===== src/shared/pbseq_params.svh =====
// timing constants of the push button power sequencer
// assumes a 25 MHz system clock; times are in microseconds
`ifndef PBSEQ_PARAMS_SVH
`define PBSEQ_PARAMS_SVH

`define PBSEQ_CLK_KHZ        25000
`define PBSEQ_DB_US          32000
`define PBSEQ_EXT_BASE_US    1000
`define PBSEQ_BLANK_US       512000
`define PBSEQ_DOWN_US        1024000
`define PBSEQ_LOCK_US        256000
`define PBSEQ_REQ_PW_US      30
// scaled per us first so the long timers stay inside 32-bit arithmetic;
// limitation: the clock must be a whole number of MHz
`define PBSEQ_CYC(us)        ((us) * (`PBSEQ_CLK_KHZ / 1000))
`define PBSEQ_CNT_W          25

`endif


===== src/shared/pbseq_pkg.sv =====
// types of the push button power sequencer
// assumes pbseq_params.svh for the counter width
`default_nettype none
`include "pbseq_params.svh"

package pbseq_pkg;

    typedef enum logic [2:0]
    {
        PBSEQ_IDLE,
        PBSEQ_ON_DB,
        PBSEQ_BLANK,
        PBSEQ_REL_DB,
        PBSEQ_RUN,
        PBSEQ_OFF_DB,
        PBSEQ_DOWN,
        PBSEQ_LOCK
    } pbseq_state_type;

    typedef struct packed
    {
        logic [2:0]               pb_sync;
        logic [2:0]               req_sync;
        logic                     pb_low;
        logic                     req_low;
        logic [15:0]              req_cnt;
        logic                     req_ok;
        pbseq_state_type          state;
        logic [`PBSEQ_CNT_W-1:0]  cnt;
        logic                     en;
        logic                     shut_n;
    } pbseq_regs_type;

endpackage

`default_nettype wire


===== src/design/pbseq_top.sv =====
// push button power on/off sequencer: debounce, blanking, shutdown handshake, lockout
// assumes asynchronous pin inputs, 25 MHz clock, extension times given in whole ms
`default_nettype none
`include "pbseq_params.svh"

module pbseq_top
#(
    parameter bit          EN_ACTIVE_HIGH = 1'b1,                        // polarity variant
    parameter int unsigned DB_CYC    = `PBSEQ_CYC(`PBSEQ_DB_US),
    parameter int unsigned BLANK_CYC = `PBSEQ_CYC(`PBSEQ_BLANK_US),
    parameter int unsigned DOWN_CYC  = `PBSEQ_CYC(`PBSEQ_DOWN_US),
    parameter int unsigned LOCK_CYC  = `PBSEQ_CYC(`PBSEQ_LOCK_US),
    parameter int unsigned EXT_CYC   = `PBSEQ_CYC(`PBSEQ_EXT_BASE_US),
    parameter int unsigned REQ_CYC   = `PBSEQ_CYC(`PBSEQ_REQ_PW_US)
)
(
    input  wire logic        i_clk_sys,              // 25 MHz clock
    input  wire logic        i_rst_b,                // async reset, active low
    input  wire logic        i_push_button_n,        // button, low = pressed
    input  wire logic        i_power_off_req_n,      // host request, low = off
    input  wire logic [7:0]  i_on_delay_extension,   // extra on time, n+1 ms for n > 0, 0 = none
    input  wire logic [7:0]  i_off_delay_extension,  // extra off time, n+1 ms for n > 0, 0 = none
    output logic             o_power_en,             // power enable, polarity by parameter
    output logic             o_shutdown_int_n        // shutdown interrupt, active low
);

    // ==========================================================
    // state
    pbseq_pkg::pbseq_regs_type r_r;
    pbseq_pkg::pbseq_regs_type r_nxt;
    logic                      rst_int_b;
    logic [1:0]                rst_sync_r;

    assign rst_int_b = rst_sync_r[1];

    // ==========================================================
    // helpers
    function automatic logic [`PBSEQ_CNT_W-1:0] db_len(input logic [7:0] ext_ms);
        logic [`PBSEQ_CNT_W-1:0] v;
        v = `PBSEQ_CNT_W'(DB_CYC);
        if (ext_ms != 8'h00)
            v = v + `PBSEQ_CNT_W'(EXT_CYC) + `PBSEQ_CNT_W'(EXT_CYC * 32'(ext_ms));
        return v;
    endfunction

    // ==========================================================
    // next state
    always_comb
    begin
        r_nxt = r_r;
        r_nxt.pb_sync  = {r_r.pb_sync[1:0], i_push_button_n};
        r_nxt.req_sync = {r_r.req_sync[1:0], i_power_off_req_n};
        // a change counts once the last two stages agree
        if (r_r.pb_sync[2] == r_r.pb_sync[1])
            r_nxt.pb_low = ~r_r.pb_sync[2];
        if (r_r.req_sync[2] == r_r.req_sync[1])
            r_nxt.req_low = ~r_r.req_sync[2];
        // short low pulses on the request line are glitches, not requests
        if (!r_r.req_low)
        begin
            r_nxt.req_cnt = 16'h0000;
            r_nxt.req_ok  = 1'b0;
        end
        else if (r_r.req_cnt >= 16'(REQ_CYC - 1))
            r_nxt.req_ok = 1'b1;
        else
            r_nxt.req_cnt = r_r.req_cnt + 16'h0001;

        r_nxt.cnt = r_r.cnt + `PBSEQ_CNT_W'(1);
        unique case (r_r.state)
            pbseq_pkg::PBSEQ_IDLE:
            begin
                r_nxt.cnt = '0;
                if (r_r.pb_low)
                    r_nxt.state = pbseq_pkg::PBSEQ_ON_DB;
            end
            pbseq_pkg::PBSEQ_ON_DB:
            begin
                if (!r_r.pb_low)
                    r_nxt.state = pbseq_pkg::PBSEQ_IDLE;
                else if (r_r.cnt >= db_len(i_on_delay_extension) - `PBSEQ_CNT_W'(1))
                begin
                    r_nxt.state = pbseq_pkg::PBSEQ_BLANK;
                    r_nxt.en    = 1'b1;
                    r_nxt.cnt   = '0;
                end
            end
            pbseq_pkg::PBSEQ_BLANK:
            begin
                // inputs are not looked at until the window closes
                if (r_r.cnt >= `PBSEQ_CNT_W'(BLANK_CYC - 1))
                begin
                    r_nxt.cnt = '0;
                    if (r_r.req_ok)
                    begin
                        r_nxt.en    = 1'b0;
                        r_nxt.state = pbseq_pkg::PBSEQ_LOCK;
                    end
                    else
                    begin
                        r_nxt.state = pbseq_pkg::PBSEQ_REL_DB;
                    end
                end
            end
            pbseq_pkg::PBSEQ_REL_DB, pbseq_pkg::PBSEQ_RUN, pbseq_pkg::PBSEQ_OFF_DB:
            begin
                if (r_r.req_ok)
                begin
                    r_nxt.en    = 1'b0;
                    r_nxt.state = pbseq_pkg::PBSEQ_LOCK;
                    r_nxt.cnt   = '0;
                end
                else if (r_r.state == pbseq_pkg::PBSEQ_REL_DB)
                begin
                    if (r_r.pb_low)
                        r_nxt.cnt = '0;
                    else if (r_r.cnt >= `PBSEQ_CNT_W'(DB_CYC - 1))
                    begin
                        r_nxt.state = pbseq_pkg::PBSEQ_RUN;
                        r_nxt.cnt   = '0;
                    end
                end
                else if (r_r.state == pbseq_pkg::PBSEQ_RUN)
                begin
                    r_nxt.cnt = '0;
                    if (r_r.pb_low)
                        r_nxt.state = pbseq_pkg::PBSEQ_OFF_DB;
                end
                else if (!r_r.pb_low)
                    r_nxt.state = pbseq_pkg::PBSEQ_RUN;
                else if (r_r.cnt >= db_len(i_off_delay_extension) - `PBSEQ_CNT_W'(1))
                begin
                    r_nxt.state  = pbseq_pkg::PBSEQ_DOWN;
                    r_nxt.shut_n = 1'b0;
                    r_nxt.cnt    = '0;
                end
            end
            pbseq_pkg::PBSEQ_DOWN:
            begin
                if (r_r.req_ok || r_r.cnt >= `PBSEQ_CNT_W'(DOWN_CYC - 1))
                begin
                    r_nxt.en    = 1'b0;
                    r_nxt.state = pbseq_pkg::PBSEQ_LOCK;
                    r_nxt.cnt   = '0;
                end
            end
            pbseq_pkg::PBSEQ_LOCK:
            begin
                // a held button pulls the count back, so idle needs a full
                // release debounce after the last low; lockout must exceed it
                if (r_r.pb_low && r_r.cnt > `PBSEQ_CNT_W'(LOCK_CYC - DB_CYC - 1))
                    r_nxt.cnt = `PBSEQ_CNT_W'(LOCK_CYC - DB_CYC - 1);
                else if (r_r.cnt >= `PBSEQ_CNT_W'(LOCK_CYC - 1))
                begin
                    r_nxt.cnt = r_r.cnt;
                    if (!r_r.pb_low)
                        r_nxt.state = pbseq_pkg::PBSEQ_IDLE;
                end
            end
        endcase
        if (r_r.state == pbseq_pkg::PBSEQ_LOCK || !r_nxt.en)
            r_nxt.shut_n = 1'b1;
        if (r_r.state == pbseq_pkg::PBSEQ_DOWN && r_nxt.en)
            r_nxt.shut_n = 1'b0;
    end

    // ==========================================================
    // registers
    always_ff @(posedge i_clk_sys or negedge i_rst_b)
    begin
        if (!i_rst_b)
            rst_sync_r <= 2'h0;
        else
            rst_sync_r <= {rst_sync_r[0], 1'b1};
    end

    always_ff @(posedge i_clk_sys or negedge rst_int_b)
    begin
        if (!rst_int_b)
        begin
            r_r.pb_sync  <= 3'h7;
            r_r.req_sync <= 3'h7;
            r_r.pb_low   <= 1'b0;
            r_r.req_low  <= 1'b0;
            r_r.req_cnt  <= 16'h0000;
            r_r.req_ok   <= 1'b0;
            r_r.state    <= pbseq_pkg::PBSEQ_IDLE;
            r_r.cnt      <= '0;
            r_r.en       <= 1'b0;
            r_r.shut_n   <= 1'b1;
        end
        else
        begin
            r_r <= r_nxt;
        end
    end

    // output flops; polarity applied on the flop input so outputs stay registered
    always_ff @(posedge i_clk_sys or negedge i_rst_b)
    begin
        if (!i_rst_b)
        begin
            o_power_en       <= ~EN_ACTIVE_HIGH;
            o_shutdown_int_n <= 1'b1;
        end
        else
        begin
            o_power_en       <= (r_r.en & rst_int_b) ~^ EN_ACTIVE_HIGH;
            o_shutdown_int_n <= r_r.shut_n | ~rst_int_b;
        end
    end

endmodule

`default_nettype wire


===== config.mk =====
export PLATFORM = sky130hd
export DESIGN_NAME = pbseq_top
export DESIGN_NICKNAME = d
export VERILOG_FILES = /design/src/shared/pbseq_pkg.sv /design/src/design/pbseq_top.sv
export VERILOG_INCLUDE_DIRS = /design/src /design/src/shared
export SDC_FILE = /design/constraint.sdc
export NUM_CORES = 1
export LEC_CHECK = 0
export BUFFER_PORTS_ARGS = -buffer_cell sky130_fd_sc_hd__buf_2
export CAP_MARGIN = 20
export CORE_AREA = 8 8 158 160
export CTS_BUF_LIST = sky130_fd_sc_hd__clkbuf_8
export DETAILED_ROUTE_END_ITERATION = 10
export DIE_AREA = 0 0 166 168
export SYNTH_ARGS = -nofsm -noshare
export SYNTH_HDL_FRONTEND = slang
export SYNTH_SLANG_ARGS = --single-unit

===== constraint.sdc =====
create_clock -name i_clk_sys -period 2.25 [get_ports i_clk_sys]
set_input_delay 0.45 -clock i_clk_sys [delete_from_list [all_inputs] [get_ports i_clk_sys]]
set_output_delay 0.45 -clock i_clk_sys [all_outputs]
set_load 0.05 [all_outputs]

### Word level (Yosys, flattened, before mapping)

Cells that the tools add are included.

* register bits after elaboration: 59

* order comparisons: 8
* multiply operators: 2
* mux-type cells: 44
* bitwise logic cells: 5
* add/sub/neg operators: 6
* equal/unequal tests: 26
* reduce and logical (&&, ||, !) cells: 14

Operators with widths (number)
* two-way mux 25 bit: 10
* two-way mux 28 bit: 6
* one-hot mux 28 bit (6 select lines): 1
* two-way mux 29 bit: 3
* >= comparator 25 bit: 2
* subtractor 25 x 1 -> 25 bit (second input constant): 2
* adder 20 x 23 -> 24 bit (first input constant): 2
* two-way mux 24 bit: 2
* multiplier 12 x 8 -> 20 bit (first input constant): 2
* two-way mux 26 bit: 1
* adder 25 x 1 -> 25 bit (second input constant): 1
* >= comparator 25 x 20 -> 1 bit (second input constant): 1
* >= comparator 25 x 23 -> 1 bit (second input constant): 1
* >= comparator 25 x 24 -> 1 bit (second input constant): 1
* >= comparator 25 bit (second input constant): 1
* greater-than comparator 25 x 23 -> 1 bit (second input constant): 1
* two-way mux 3 bit: 8
* two-way mux 17 bit: 1
* adder 16 x 1 -> 16 bit (second input constant): 1
* >= comparator 16 x 10 -> 1 bit (second input constant): 1
* two-way mux 16 bit: 1
* nonzero test 8 bit: 2
* inequality test 2 bit (second input constant): 7
* equality test 3 bit (second input constant): 4
* 21 further kinds: 43

### Longest topological paths before layout

Gate-level depths: netlist (run 1).

* word-level depth: 18
* depth in mapped cells: 32

### Least setup slack after synthesis (run 1)

OpenSTA, ideal clock, no wires.

* path type: in2reg
* start: in i_on_delay_extension[2]
* end: reg r_r[4] (netlist name)
* cell stages on the path: 29
* path slack: -4.678 ns
* arrival: 6.804 ns
* library setup time: 0.124 ns
* cell sequence: ha_1 -> ha_1 -> inv_1 -> fa_1 -> inv_1 -> fa_1 -> ha_1 -> buf_2 -> a211oi_2 -> nor2_1 -> xor2_1 -> nand2_1 -> nor4b_1 -> o211a_1 -> a2111oi_1 -> nor3_2 -> a311o_1 -> ha_1 -> nand3_1 -> nor2_1 -> nand2_1 -> or3_1 -> o211a_1 -> nor3_1 -> o21a_1 -> buf_4 -> buf_4 -> o21ai_0 -> a211o_1

* word-level cells in the longest chain between the ends: 10
* elaborated cells between the ends (all ways): 11
* those cells by class: add/sub: 2; mul: 1; order compare: 1; mux: 6; reduce/logical: 1

Ends and longest elaborated chain
* start: declaration: RTL line pbseq_top.sv:21 `input wire logic [7:0] i_on_delay_extension,`
* multiplier 12 x 8 -> 20 bit: RTL line pbseq_top.sv:42 `` v = v + `PBSEQ_CNT_W'(EXT_CYC) + `PBSEQ_CNT_W'(EXT_CYC * 32'(ext_ms)); ``
* adder 20 x 23 -> 24 bit: RTL line pbseq_top.sv:42
* two-way mux 24 bit *: RTL line pbseq_top.sv:41 `if (ext_ms != 8'h00)`
* two-way mux 25 bit *: RTL line pbseq_top.sv:79 `if (!r_r.pb_low)`
* two-way mux 25 bit *: RTL line pbseq_top.sv:70 `unique case (r_r.state)`
* subtractor 25 x 1 -> 25 bit *: RTL line pbseq_top.sv:81 `` else if (r_r.cnt >= db_len(i_on_delay_extension) - `PBSEQ_CNT_W'(1)) ``
* >= comparator 25 bit *: RTL line pbseq_top.sv:81
* two-way mux 29 bit *: RTL line pbseq_top.sv:81
* two-way mux 26 bit *: RTL line pbseq_top.sv:79
* one-hot mux 28 bit (6 select lines) *: RTL line pbseq_top.sv:70
* end signal: assignment: RTL line pbseq_top.sv:194 `r_r <= r_nxt;`
* end: declaration: RTL line pbseq_top.sv:29 `pbseq_pkg::pbseq_regs_type r_r;`

Every way passes the cells marked *; elsewhere a longest branch is shown, timed or not. The select of a mux whose other input is x is not followed.
A chain may end at the register's enable or synchronous reset.

### Final worst setup path (run 1)

* start: in i_on_delay_extension[4]
* end: reg r_r[2] (netlist name)

Same word-level chain as after synthesis.

==> results of run 1 <==
flip-flops by register name (all words and copies together) (netlist names):
name	cells
rst_sync_r	2
o_power_en	1
r_r	51
r_nxt	4
o_shutdown_int_n	1
cell families after synthesis:
family                     count (synthesis)  share of synthesized area
adders and majority gates                186                     0.2515
AOI/OAI and AO/OA                        341                     0.2371
xor gates and xnor gates                  84                    0.07605
muxes                                      7                   0.007028
and+or+nand+nor                          439                     0.2245
buffers and inverters                    138                    0.05434
other                                      1                  0.0003761
DFF                                       59                     0.1491
layout by cell type, fill, tap and decap left out, types with 30 or more instances in the layout:
cell type and instances:
buf_4 389, ha_1 131, nand2_1 99, nor2_1 85, inv_1 82, a21oi_1 50
dfrtp_1 49, o21ai_0 43, xnor2_1 41, nand3_1 40, a21o_1 30
critical path: cells and delay by family:
kind                       cells  cell delay, ps
muxes                          1              60
and+or+nand+nor                7            1110
adders and majority gates      6            2050
buffers and inverters          5             460
AOI/OAI and AO/OA             10            2600
per-stage QoR:
step,cell area [µm²],utilization,setup slack [ps],hold WS (ps)
after floorplan,10350,-,-4075,154.4
after global placement,13430,0.6005,-4556,255.7
after detailed placement,13430,0.6005,-4704,258.0
after CTS,14550,0.6504,-4057,160.7
after global routing,15020,0.6714,-4429,153.8
final,15020,0.6714,-4231,178.6
area by class of cell:
type                       instances  share of cell area
multi-input combinational       1060              0.6184
timing repair buffer             429              0.2243
sequential                        59             0.09915
tap                              285             0.02375
inverter                          89             0.02225
clock buffer                       9            0.008249
clock inverter                     7            0.003916
power breakdown:
part | total (W) | internal (W) | leakage [nW] | switching, W
Combinational | 0.0149 | 0.00766 | 6.41 | 0.00723
Clock | 0.000942 | 0.000414 | 0.0868 | 0.000528
Sequential | 0.00120 | 0.00113 | 0.776 | 0.0000736
Total | 0.0170 | 0.00920 | 7.27 | 0.00783
worst paths after layout:
path / from / to / slack [ps] / cells after the start
worst max-delay path: i_on_delay_extension[4] / r_r[2]$_DFFE_PN0P_ / -4230 / 29
max in group asynchronous: rst_sync_r[1]$_DFF_PN0_ / r_r[51]$_DFF_PN1_ / 1290 / 1
worst max register to register: r_r[6]$_DFFE_PN0P_ / r_r[11]$_DFFE_PN0P_ / -1260 / 13
min in group asynchronous: rst_sync_r[1]$_DFF_PN0_ / r_r[25]$_DFFE_PN0P_ / 230 / 0
worst min register to register: rst_sync_r[1]$_DFF_PN0_ / r_r[25]$_DFFE_PN0P_ / 230 / 0
worst min-delay path: i_push_button_n / r_nxt[53]$_DFF_PN1_ / 180 / 1
routing by layer:
layer  part of all wire  up-vias  global-route usage
met1               0.42     5169              0.2521
met2               0.53      187              0.4307
met5                  0        -                   0
met4              0.022        0             0.06047
met3              0.028       54             0.02479
li1                   -     5387                   -
repair_timing:
item	CTS	global route
gates cloned	3	0
endpoints found under the hold margin	3	0
buffers inserted	22	10
hold buffers	1	0
pin swaps	65	59
endpoints found under the setup margin	30	37
resized for setup	123	84
==> results.json, run 1 <==
{
  "numPortBuffers": 21,
  "fin_setup_tns_ps": -123060,
  "nets": 1854,
  "rsz0062_at_grt": "yes",
  "cts.sinks": 59,
  "ys.flop_type": "dfrtp_1",
  "min_path_type": "input pin to flip-flop",
  "final_cells": 1938,
  "synth.avg_cell_area_um2": 7.944,
  "synth_edf_count": 0,
  "ant_nets": 0,
  "core_area_um2": 22370,
  "drt-total-wl_um": 31120,
  "dpl.hpwl_um": 23990,
  "async_reset_ff_frac": 1.000,
  "yosys-top-cells-area": "ha_1 (20%), dfrtp_1 (13%), fa_1 (4.8%), xnor2_1 (4.3%), nand2_1 (4.0%)",
  "p_total_w": 0.01704,
  "drv_cap": 0,
  "regArea_um2": 1489,
  "n_fill_cell": 1784,
  "criticalPathCategory": "input pin to flip-flop",
  "ys_seq_elements": 59,
  "clk_latency_ps": 380,
  "drtIter0Drc": 711,
  "slew_violations": 0,
  "synth_top_cell_by_area": "ha_1",
  "required_ps": 2510,
  "syn_area_um2": 9970,
  "setup_viol": 30,
  "synth_common_cells": "ha_1 (162), nand2_1 (106), nor2_1 (101)",
  "ir_drop_uv": 579.0,
  "worstMarginPinSlew_ps": 733.2,
  "synth_top_area_frac": 0.2033,
  "cts_root_buf": "clkbuf_8",
  "wl_per_cell_um": 16.06,
  "post-route-period-util": 2.881,
  "fp-row-count": 55,
  "yosys.cell_types.count": 85,
  "ioPinCount": 22,
  "gp_congestion": 0.9563,
  "violations": "negative setup slack",
  "drive_gt1_frac": 0.3962,
  "max_freq_ghz": 0.1543,
  "track_usage": 0.2220,
  "antenna_found_initial": 0,
  "crit_path_max_incr_delay_ps": 550,
  "grt_pass1_wl_um": 52430,
  "skew_ps": 23.30,
  "powerDensity_nw_per_um2": 1135,
  "yosysWarningCount": 0,
  "start_kind": "input pin",
  "power.leakage_nw": 7.274,
  "drc_errors": 0,
  "htreeDepth": 3,
  "dieArea_um2": 27890,
  "die_h_um": 168,
  "cts_tree": "done",
  "clk_pin_slew_ps": 80,
  "timing.final.ws_setup_ps": -4231,
  "firstDrtPassIters": 5,
  "status": "complete, but fails checks",
  "antenna_cells": 0,
  "fin_crit_ps": 6481,
  "hold_viol_final": 0,
  "yosysSeqAreaShare": 0.1491,
  "syn_to_final_growth_pct": 50.63,
  "crit_top_cell": "ha_4",
  "cts_max_path_buffers": 2,
  "first_global_vias": 11173,
  "fp.dieW_um": 166,
  "num_vias": 10797,
  "initial_core_util": 0.4458,
  "grt_start_max_net_pins": 24,
  "cp-end-kind": "flip-flop",
  "maxSlewHeadroom": 0.5112,
  "cp.arrival_ps": 6740,
  "syn_inst": 1255,
  "numCtsBuffers": 9,
  "dpl.cell_count": 1888,
  "grt-ovfl-total": 0,
  "viasPerCell": 5.571,
  "cp_slowest_cell": "fa_1",
  "crit_fanout": 7,
  "post-synth-top-count-cell": "ha_1",
  "multi_input_area_um2": 9286
}
Note: power is estimated with default switching activity, not from simulation.
==> inputs of run 2 (changes only) <==
==> constraint.sdc (replaced) <==
create_clock -name i_clk_sys -period 5.4 [get_ports i_clk_sys]
set_input_delay 1.08 -clock i_clk_sys [delete_from_list [all_inputs] [get_ports i_clk_sys]]
set_output_delay 1.08 -clock i_clk_sys [all_outputs]
set_load 0.05 [all_outputs]
==> results.json, run 2 (synthesis gave the netlist of run 1 again) <==
{
  "status": "complete, but fails checks",
  "violations": "negative setup slack",
  "hold_ws_ps": 351.2,
  "intPower_w": 0.003902,
  "r2r_cells": 14,
  "grt_pass1_wl_um": 49800,
  "ioPinCount": 22,
  "fp.dieW_um": 166,
  "track_usage": 0.2079,
  "reg2reg_from": "r_r[2]$_DFFE_PN0P_",
  "hold_path_startpoint": "rst_sync_r[0]$_DFF_PN0_",
  "first_global_vias": 10790,
  "skew_ps": 12.59,
  "multi_input_area_um2": 9110,
  "core_area_um2": 22370,
  "ant_nets": 0,
  "cts_max_path_buffers": 2,
  "cp_slowest_cell": "fa_1",
  "p_clk_frac": 0.061,
  "grt_start_max_net_pins": 58,
  "required_ps": 5640,
  "numPortBuffers": 21,
  "power_switching_w": 0.003207,
  "max_freq_ghz": 0.1417,
  "viasPerCell": 5.650,
  "criticalPathCategory": "input pin to flip-flop",
  "drc_errors": 0,
  "cts_root_buf": "clkbuf_8",
  "post-route-period-util": 1.307,
  "dpl.hpwl_um": 21930,
  "regMostFlops": "r_r",
  "drv_cap": 0,
  "final_common_cell": "buf_4",
  "timing.final.ws_setup_ps": -1658,
  "cp.arrival_ps": 7300,
  "drtIter0Drc": 599,
  "setup_viol": 30,
  "place_ws_ps": -2128,
  "dpl.cell_count": 1793,
  "initial_core_util": 0.4458,
  "num_vias": 10453,
  "clk_pin_slew_ps": 80,
  "n_fill_cell": 1906,
  "crit_start": "i_on_delay_extension[6]",
  "fp-row-count": 55,
  "start_kind": "input pin",
  "maxSlewHeadroom": 0.2419,
  "final_cells": 1850,
  "crit_fanout": 6,
  "dieArea_um2": 27890,
  "min_path_type": "flip-flop to flip-flop",
  "syn_to_final_growth_pct": 42.11,
  "antenna_found_initial": 0,
  "cts.sinks": 59,
  "final_cell_mix": "buf_4 (304), ha_1 (136), nand2_1 (97)",
  "combPwrFrac": 0.867,
  "grt-ovfl-total": 0,
  "firstDrtPassIters": 5,
  "clk_latency_ps": 360,
  "power.leakage_nw": 6.848,
  "cp-end-kind": "flip-flop",
  "gp_congestion": 0.9175,
  "rsz0062_at_grt": "yes",
  "crit_path_max_incr_delay_ps": 500,
  "ir_drop_uv": 249.4,
  "crit_top_cell": "ha_4",
  "htreeDepth": 3,
  "numCtsBuffers": 9,
  "powerDensity_nw_per_um2": 501.8,
  "reg2reg_slack_ps": 1660,
  "largest_reg_flops": 51,
  "worstMarginPinSlew_ps": 1128,
  "fin_crit_ps": 7058,
  "antenna_cells": 0,
  "p_seq_frac": 0.072,
  "drive_gt1_frac": 0.3457,
  "drt-total-wl_um": 29220,
  "die_h_um": 168,
  "hold_viol_final": 0,
  "cp-endpoint": "r_r[18]$_DFFE_PN0P_",
  "p_total_w": 0.007110,
  "p_sw_frac": 0.4511,
  "slew_violations": 0,
  "nets": 1766,
  "regArea_um2": 1488,
  "reg2reg_to": "r_r[18]$_DFFE_PN0P_",
  "cts_tree": "done",
  "wl_per_cell_um": 15.79
}
[run 2: area by class of cell]
type | count | share of cell area
Clock buffer | 9 | 0.008743
Timing Repair Buffer | 341 | 0.1884
Tap cell | 285 | 0.02517
Sequential cell | 59 | 0.1050
Clock inverter | 7 | 0.005917
Inverter | 89 | 0.02376
Multi-Input combinational cell | 1060 | 0.6430
[run 2: how the worst min path moves through the flow]
stage / cells past startpoint / slack [ps] / to
after floorplan: 0 / 330 / rst_sync_r[1]$_DFF_PN0_
after global placement: 0 / 340 / rst_sync_r[1]$_DFF_PN0_
after detailed placement: 0 / 340 / rst_sync_r[1]$_DFF_PN0_
after CTS: 0 / 350 / rst_sync_r[1]$_DFF_PN0_
after global routing: 0 / 360 / r_nxt[51]$_DFF_PN1_
final: 0 / 350 / rst_sync_r[1]$_DFF_PN0_
[run 2: worst max-delay path: cells and delay by family]
family          cells  cell delay (ps)
compound gates     10             2290
fa+ha+maj           6             1920
buf+inv             9             1020
simple gates        7              850
xor+xnor            1              130
[run 2: routing by layer]
metal	wire length, µm	vias up	global-route usage
met4	605	0	0.06957
met3	1186	55	0.03064
li1	-	5211	-
met2	15000	253	0.3892
met5	0	-	0
met1	12420	4934	0.2380
[run 2: through the flow]
step	setup TNS, ps	util	instance area [µm²]
2_1_floorplan	-41090	-	10330
3_3_place_gp	-56910	0.5664	12670
3_5_place_dp	-60000	0.5664	12670
4_1_cts	-40670	0.6143	13740
5_1_grt	-52650	0.6335	14170
6_report	-44980	0.6335	14170
[run 2: repair_timing]
| item | CTS | global route |
|---|---|---|
| hold buffers | 0 | 0 |
| setup endpoints to repair | 30 | 30 |
| buffers inserted | 27 | 12 |
| gates resized for setup | 123 | 59 |
| pin swaps | 48 | 35 |
| gates cloned | 4 | 0 |
[run 2: power by group through the flow]
stage	clock network [W]	logic, W	registers (W)
floorplan	0	0.00312	0.000508
global placement	0	0.00494	0.000522
detailed placement	0	0.00501	0.000521
CTS	0.000448	0.00576	0.000513
global route	0.000462	0.00676	0.000520
finish	0.000434	0.00616	0.000514
==> inputs of run 3 (changes only) <==
==> constraint.sdc (replaced) <==
create_clock -name i_clk_sys -period 5.4 [get_ports i_clk_sys]
set_input_delay 0.81 -clock i_clk_sys [delete_from_list [all_inputs] [get_ports i_clk_sys]]
set_output_delay 0.81 -clock i_clk_sys [all_outputs]
set_load 0.05 [all_outputs]
==> results.json, run 3 (synthesis gave the netlist of run 1 again) <==
{
  "track_usage": 0.2090,
  "worstMarginPinSlew_ps": 1335,
  "r2r_cells": 12,
  "reg2reg_slack_ps": 1560,
  "n_fill_cell": 1982,
  "regArea_um2": 1488,
  "rsz0062_at_grt": "yes",
  "power.leakage_nw": 6.818,
  "criticalPathCategory": "input pin to flip-flop",
  "drive_gt1_frac": 0.3511,
  "met3_length_um": 1108,
  "reg2reg_to": "r_r[20]$_DFFE_PN0P_",
  "final_common_cell": "buf_4",
  "min_path_type": "input pin to asynchronous set/reset pin",
  "nets": 1762,
  "htreeDepth": 3,
  "drc_errors": 0,
  "ioPinCount": 22,
  "timing.final.ws_setup_ps": -1330,
  "clk_pin_slew_ps": 80,
  "cts_root_buf": "clkbuf_8",
  "cp-end-kind": "flip-flop",
  "first_global_vias": 10765,
  "cp_slowest_cell": "fa_1",
  "fp-row-count": 55,
  "reg2reg_from": "r_r[2]$_DFFE_PN0P_",
  "start_kind": "input pin",
  "hold_viol_final": 0,
  "gp_congestion": 0.9187,
  "grt-ovfl-total": 0,
  "maxSlewHeadroom": 0.1029,
  "drtIter0Drc": 626,
  "antenna_cells": 0,
  "intPower_w": 0.003895,
  "initial_core_util": 0.4458,
  "cts.sinks": 59,
  "antenna_found_initial": 0,
  "cp-endpoint": "r_r[11]$_DFFE_PN0P_",
  "met1_length_um": 12590,
  "path_depth": 28,
  "drv_cap": 0,
  "cts_tree": "done",
  "power_switching_w": 0.003205,
  "regMostFlops": "r_r",
  "met2_length_um": 15150,
  "max_freq_ghz": 0.1486,
  "cp_top_family": "compound AO/OA/AOI/OAI gates",
  "drt-total-wl_um": 29470,
  "crit_fanout": 6,
  "wl_per_cell_um": 15.96,
  "p_seq_frac": 0.073,
  "critPathBufInv": 5,
  "numCtsBuffers": 9,
  "combPwrFrac": 0.866,
  "dpl.hpwl_um": 22190,
  "required_ps": 5680,
  "violations": "negative setup slack",
  "setup_viol": 30,
  "slew_violations": 0,
  "post-route-period-util": 1.246,
  "fp.dieW_um": 166,
  "viasPerCell": 5.688,
  "final_util": 0.6316,
  "ir_drop_uv": 209.0,
  "fin_setup_tns_ps": -35150,
  "largest_reg_flops": 51,
  "ant_nets": 0,
  "fin_crit_ps": 6730,
  "num_vias": 10500,
  "numPortBuffers": 21,
  "syn_to_final_growth_pct": 41.68,
  "grt_start_max_net_pins": 58,
  "dieArea_um2": 27890,
  "cp.arrival_ps": 7010,
  "powerDensity_nw_per_um2": 502.7,
  "cts_max_path_buffers": 2,
  "multi_input_area_um2": 9125,
  "grt_pass1_wl_um": 50070,
  "p_clk_frac": 0.061,
  "p_sw_frac": 0.4514,
  "firstDrtPassIters": 5,
  "skew_ps": 10.44,
  "status": "complete, but fails checks",
  "dr.max_layer_used": "met4",
  "die_h_um": 168,
  "final_cell_mix": "buf_4 (306), ha_1 (138), nand2_1 (98)",
  "crit_path_max_incr_delay_ps": 490,
  "core_area_um2": 22370,
  "clk_latency_ps": 360,
  "crit_start": "i_off_delay_extension[2]"
}
[run 3: cell types whose count changed in the layout (fill, tap and decap cells not counted), moves of 3 or more]
cell	before	now
a21oi_1	53	48
a21oi_2	10	17
a31oi_1	23	18
a31oi_4	1	6
buf_6	15	7
nor2_2	4	7
o21ai_0	45	41
o21ai_1	14	18
[run 3: worst min-delay path by stage]
stage                                 start                       to  slack, ps  cells after the start
floorplan           rst_sync_r[0]$_DFF_PN0_  rst_sync_r[1]$_DFF_PN0_        330                      0
global placement    rst_sync_r[0]$_DFF_PN0_  rst_sync_r[1]$_DFF_PN0_        340                      0
detailed placement  rst_sync_r[0]$_DFF_PN0_  rst_sync_r[1]$_DFF_PN0_        340                      0
CTS                                 i_rst_b  rst_sync_r[1]$_DFF_PN0_        230                      1
global route                        i_rst_b     o_power_en$_DFF_PN0_        230                      1
finish                              i_rst_b  rst_sync_r[1]$_DFF_PN0_        230                      1
[run 3: timing repair]
item | 4_1_cts | 5_1_grt
hold endpoints to repair | 0 | 0
hold buffers | 0 | 0
resized for setup | 109 | 73
buffers inserted | 23 | 16
pin swaps | 38 | 35
endpoints found under the setup margin | 30 | 30
gates cloned | 2 | 1
[run 3: cell type report]
class	instances	share of cell area
Inverter	89	0.02365
Sequential cell	59	0.1053
Clock buffer	9	0.008770
Multi-Input combinational cell	1060	0.6460
Tap cell	285	0.02525
Clock inverter	7	0.005935
Timing Repair Buffer	337	0.1850
[run 3: power groups by stage]
| stage | Clock (W) | Sequential, W | Combinational, W |
|---|---|---|---|
| 6_report | 0.000436 | 0.000517 | 0.00615 |
| 5_1_grt | 0.000466 | 0.000521 | 0.00673 |
| 4_1_cts | 0.000447 | 0.000514 | 0.00564 |
| 3_5_place_dp | 0 | 0.000522 | 0.00499 |
| 3_3_place_gp | 0 | 0.000522 | 0.00492 |
| 2_1_floorplan | 0 | 0.000508 | 0.00312 |
[run 3: layer usage]
layer  up-vias  track usage
met5         -            0
met4         0      0.05336
met3        71      0.02830
met2       224       0.3992
met1      5012       0.2405
li1       5193            -
[run 3: stage by stage]
step	power [W]	instances	hold WS, ps	worst slack, ps	instance area (µm²)
after detailed placement	0.005508	1791	337.1	-1863	12650
after floorplan	0.003632	1257	331.2	-1285	10330
after CTS	0.006598	1830	229.5	-1260	13570
final	0.007100	1846	230.7	-1330	14120
after global routing	0.007718	1846	226.5	-1606	14120
after global placement	0.005445	1791	335.5	-1730	12650
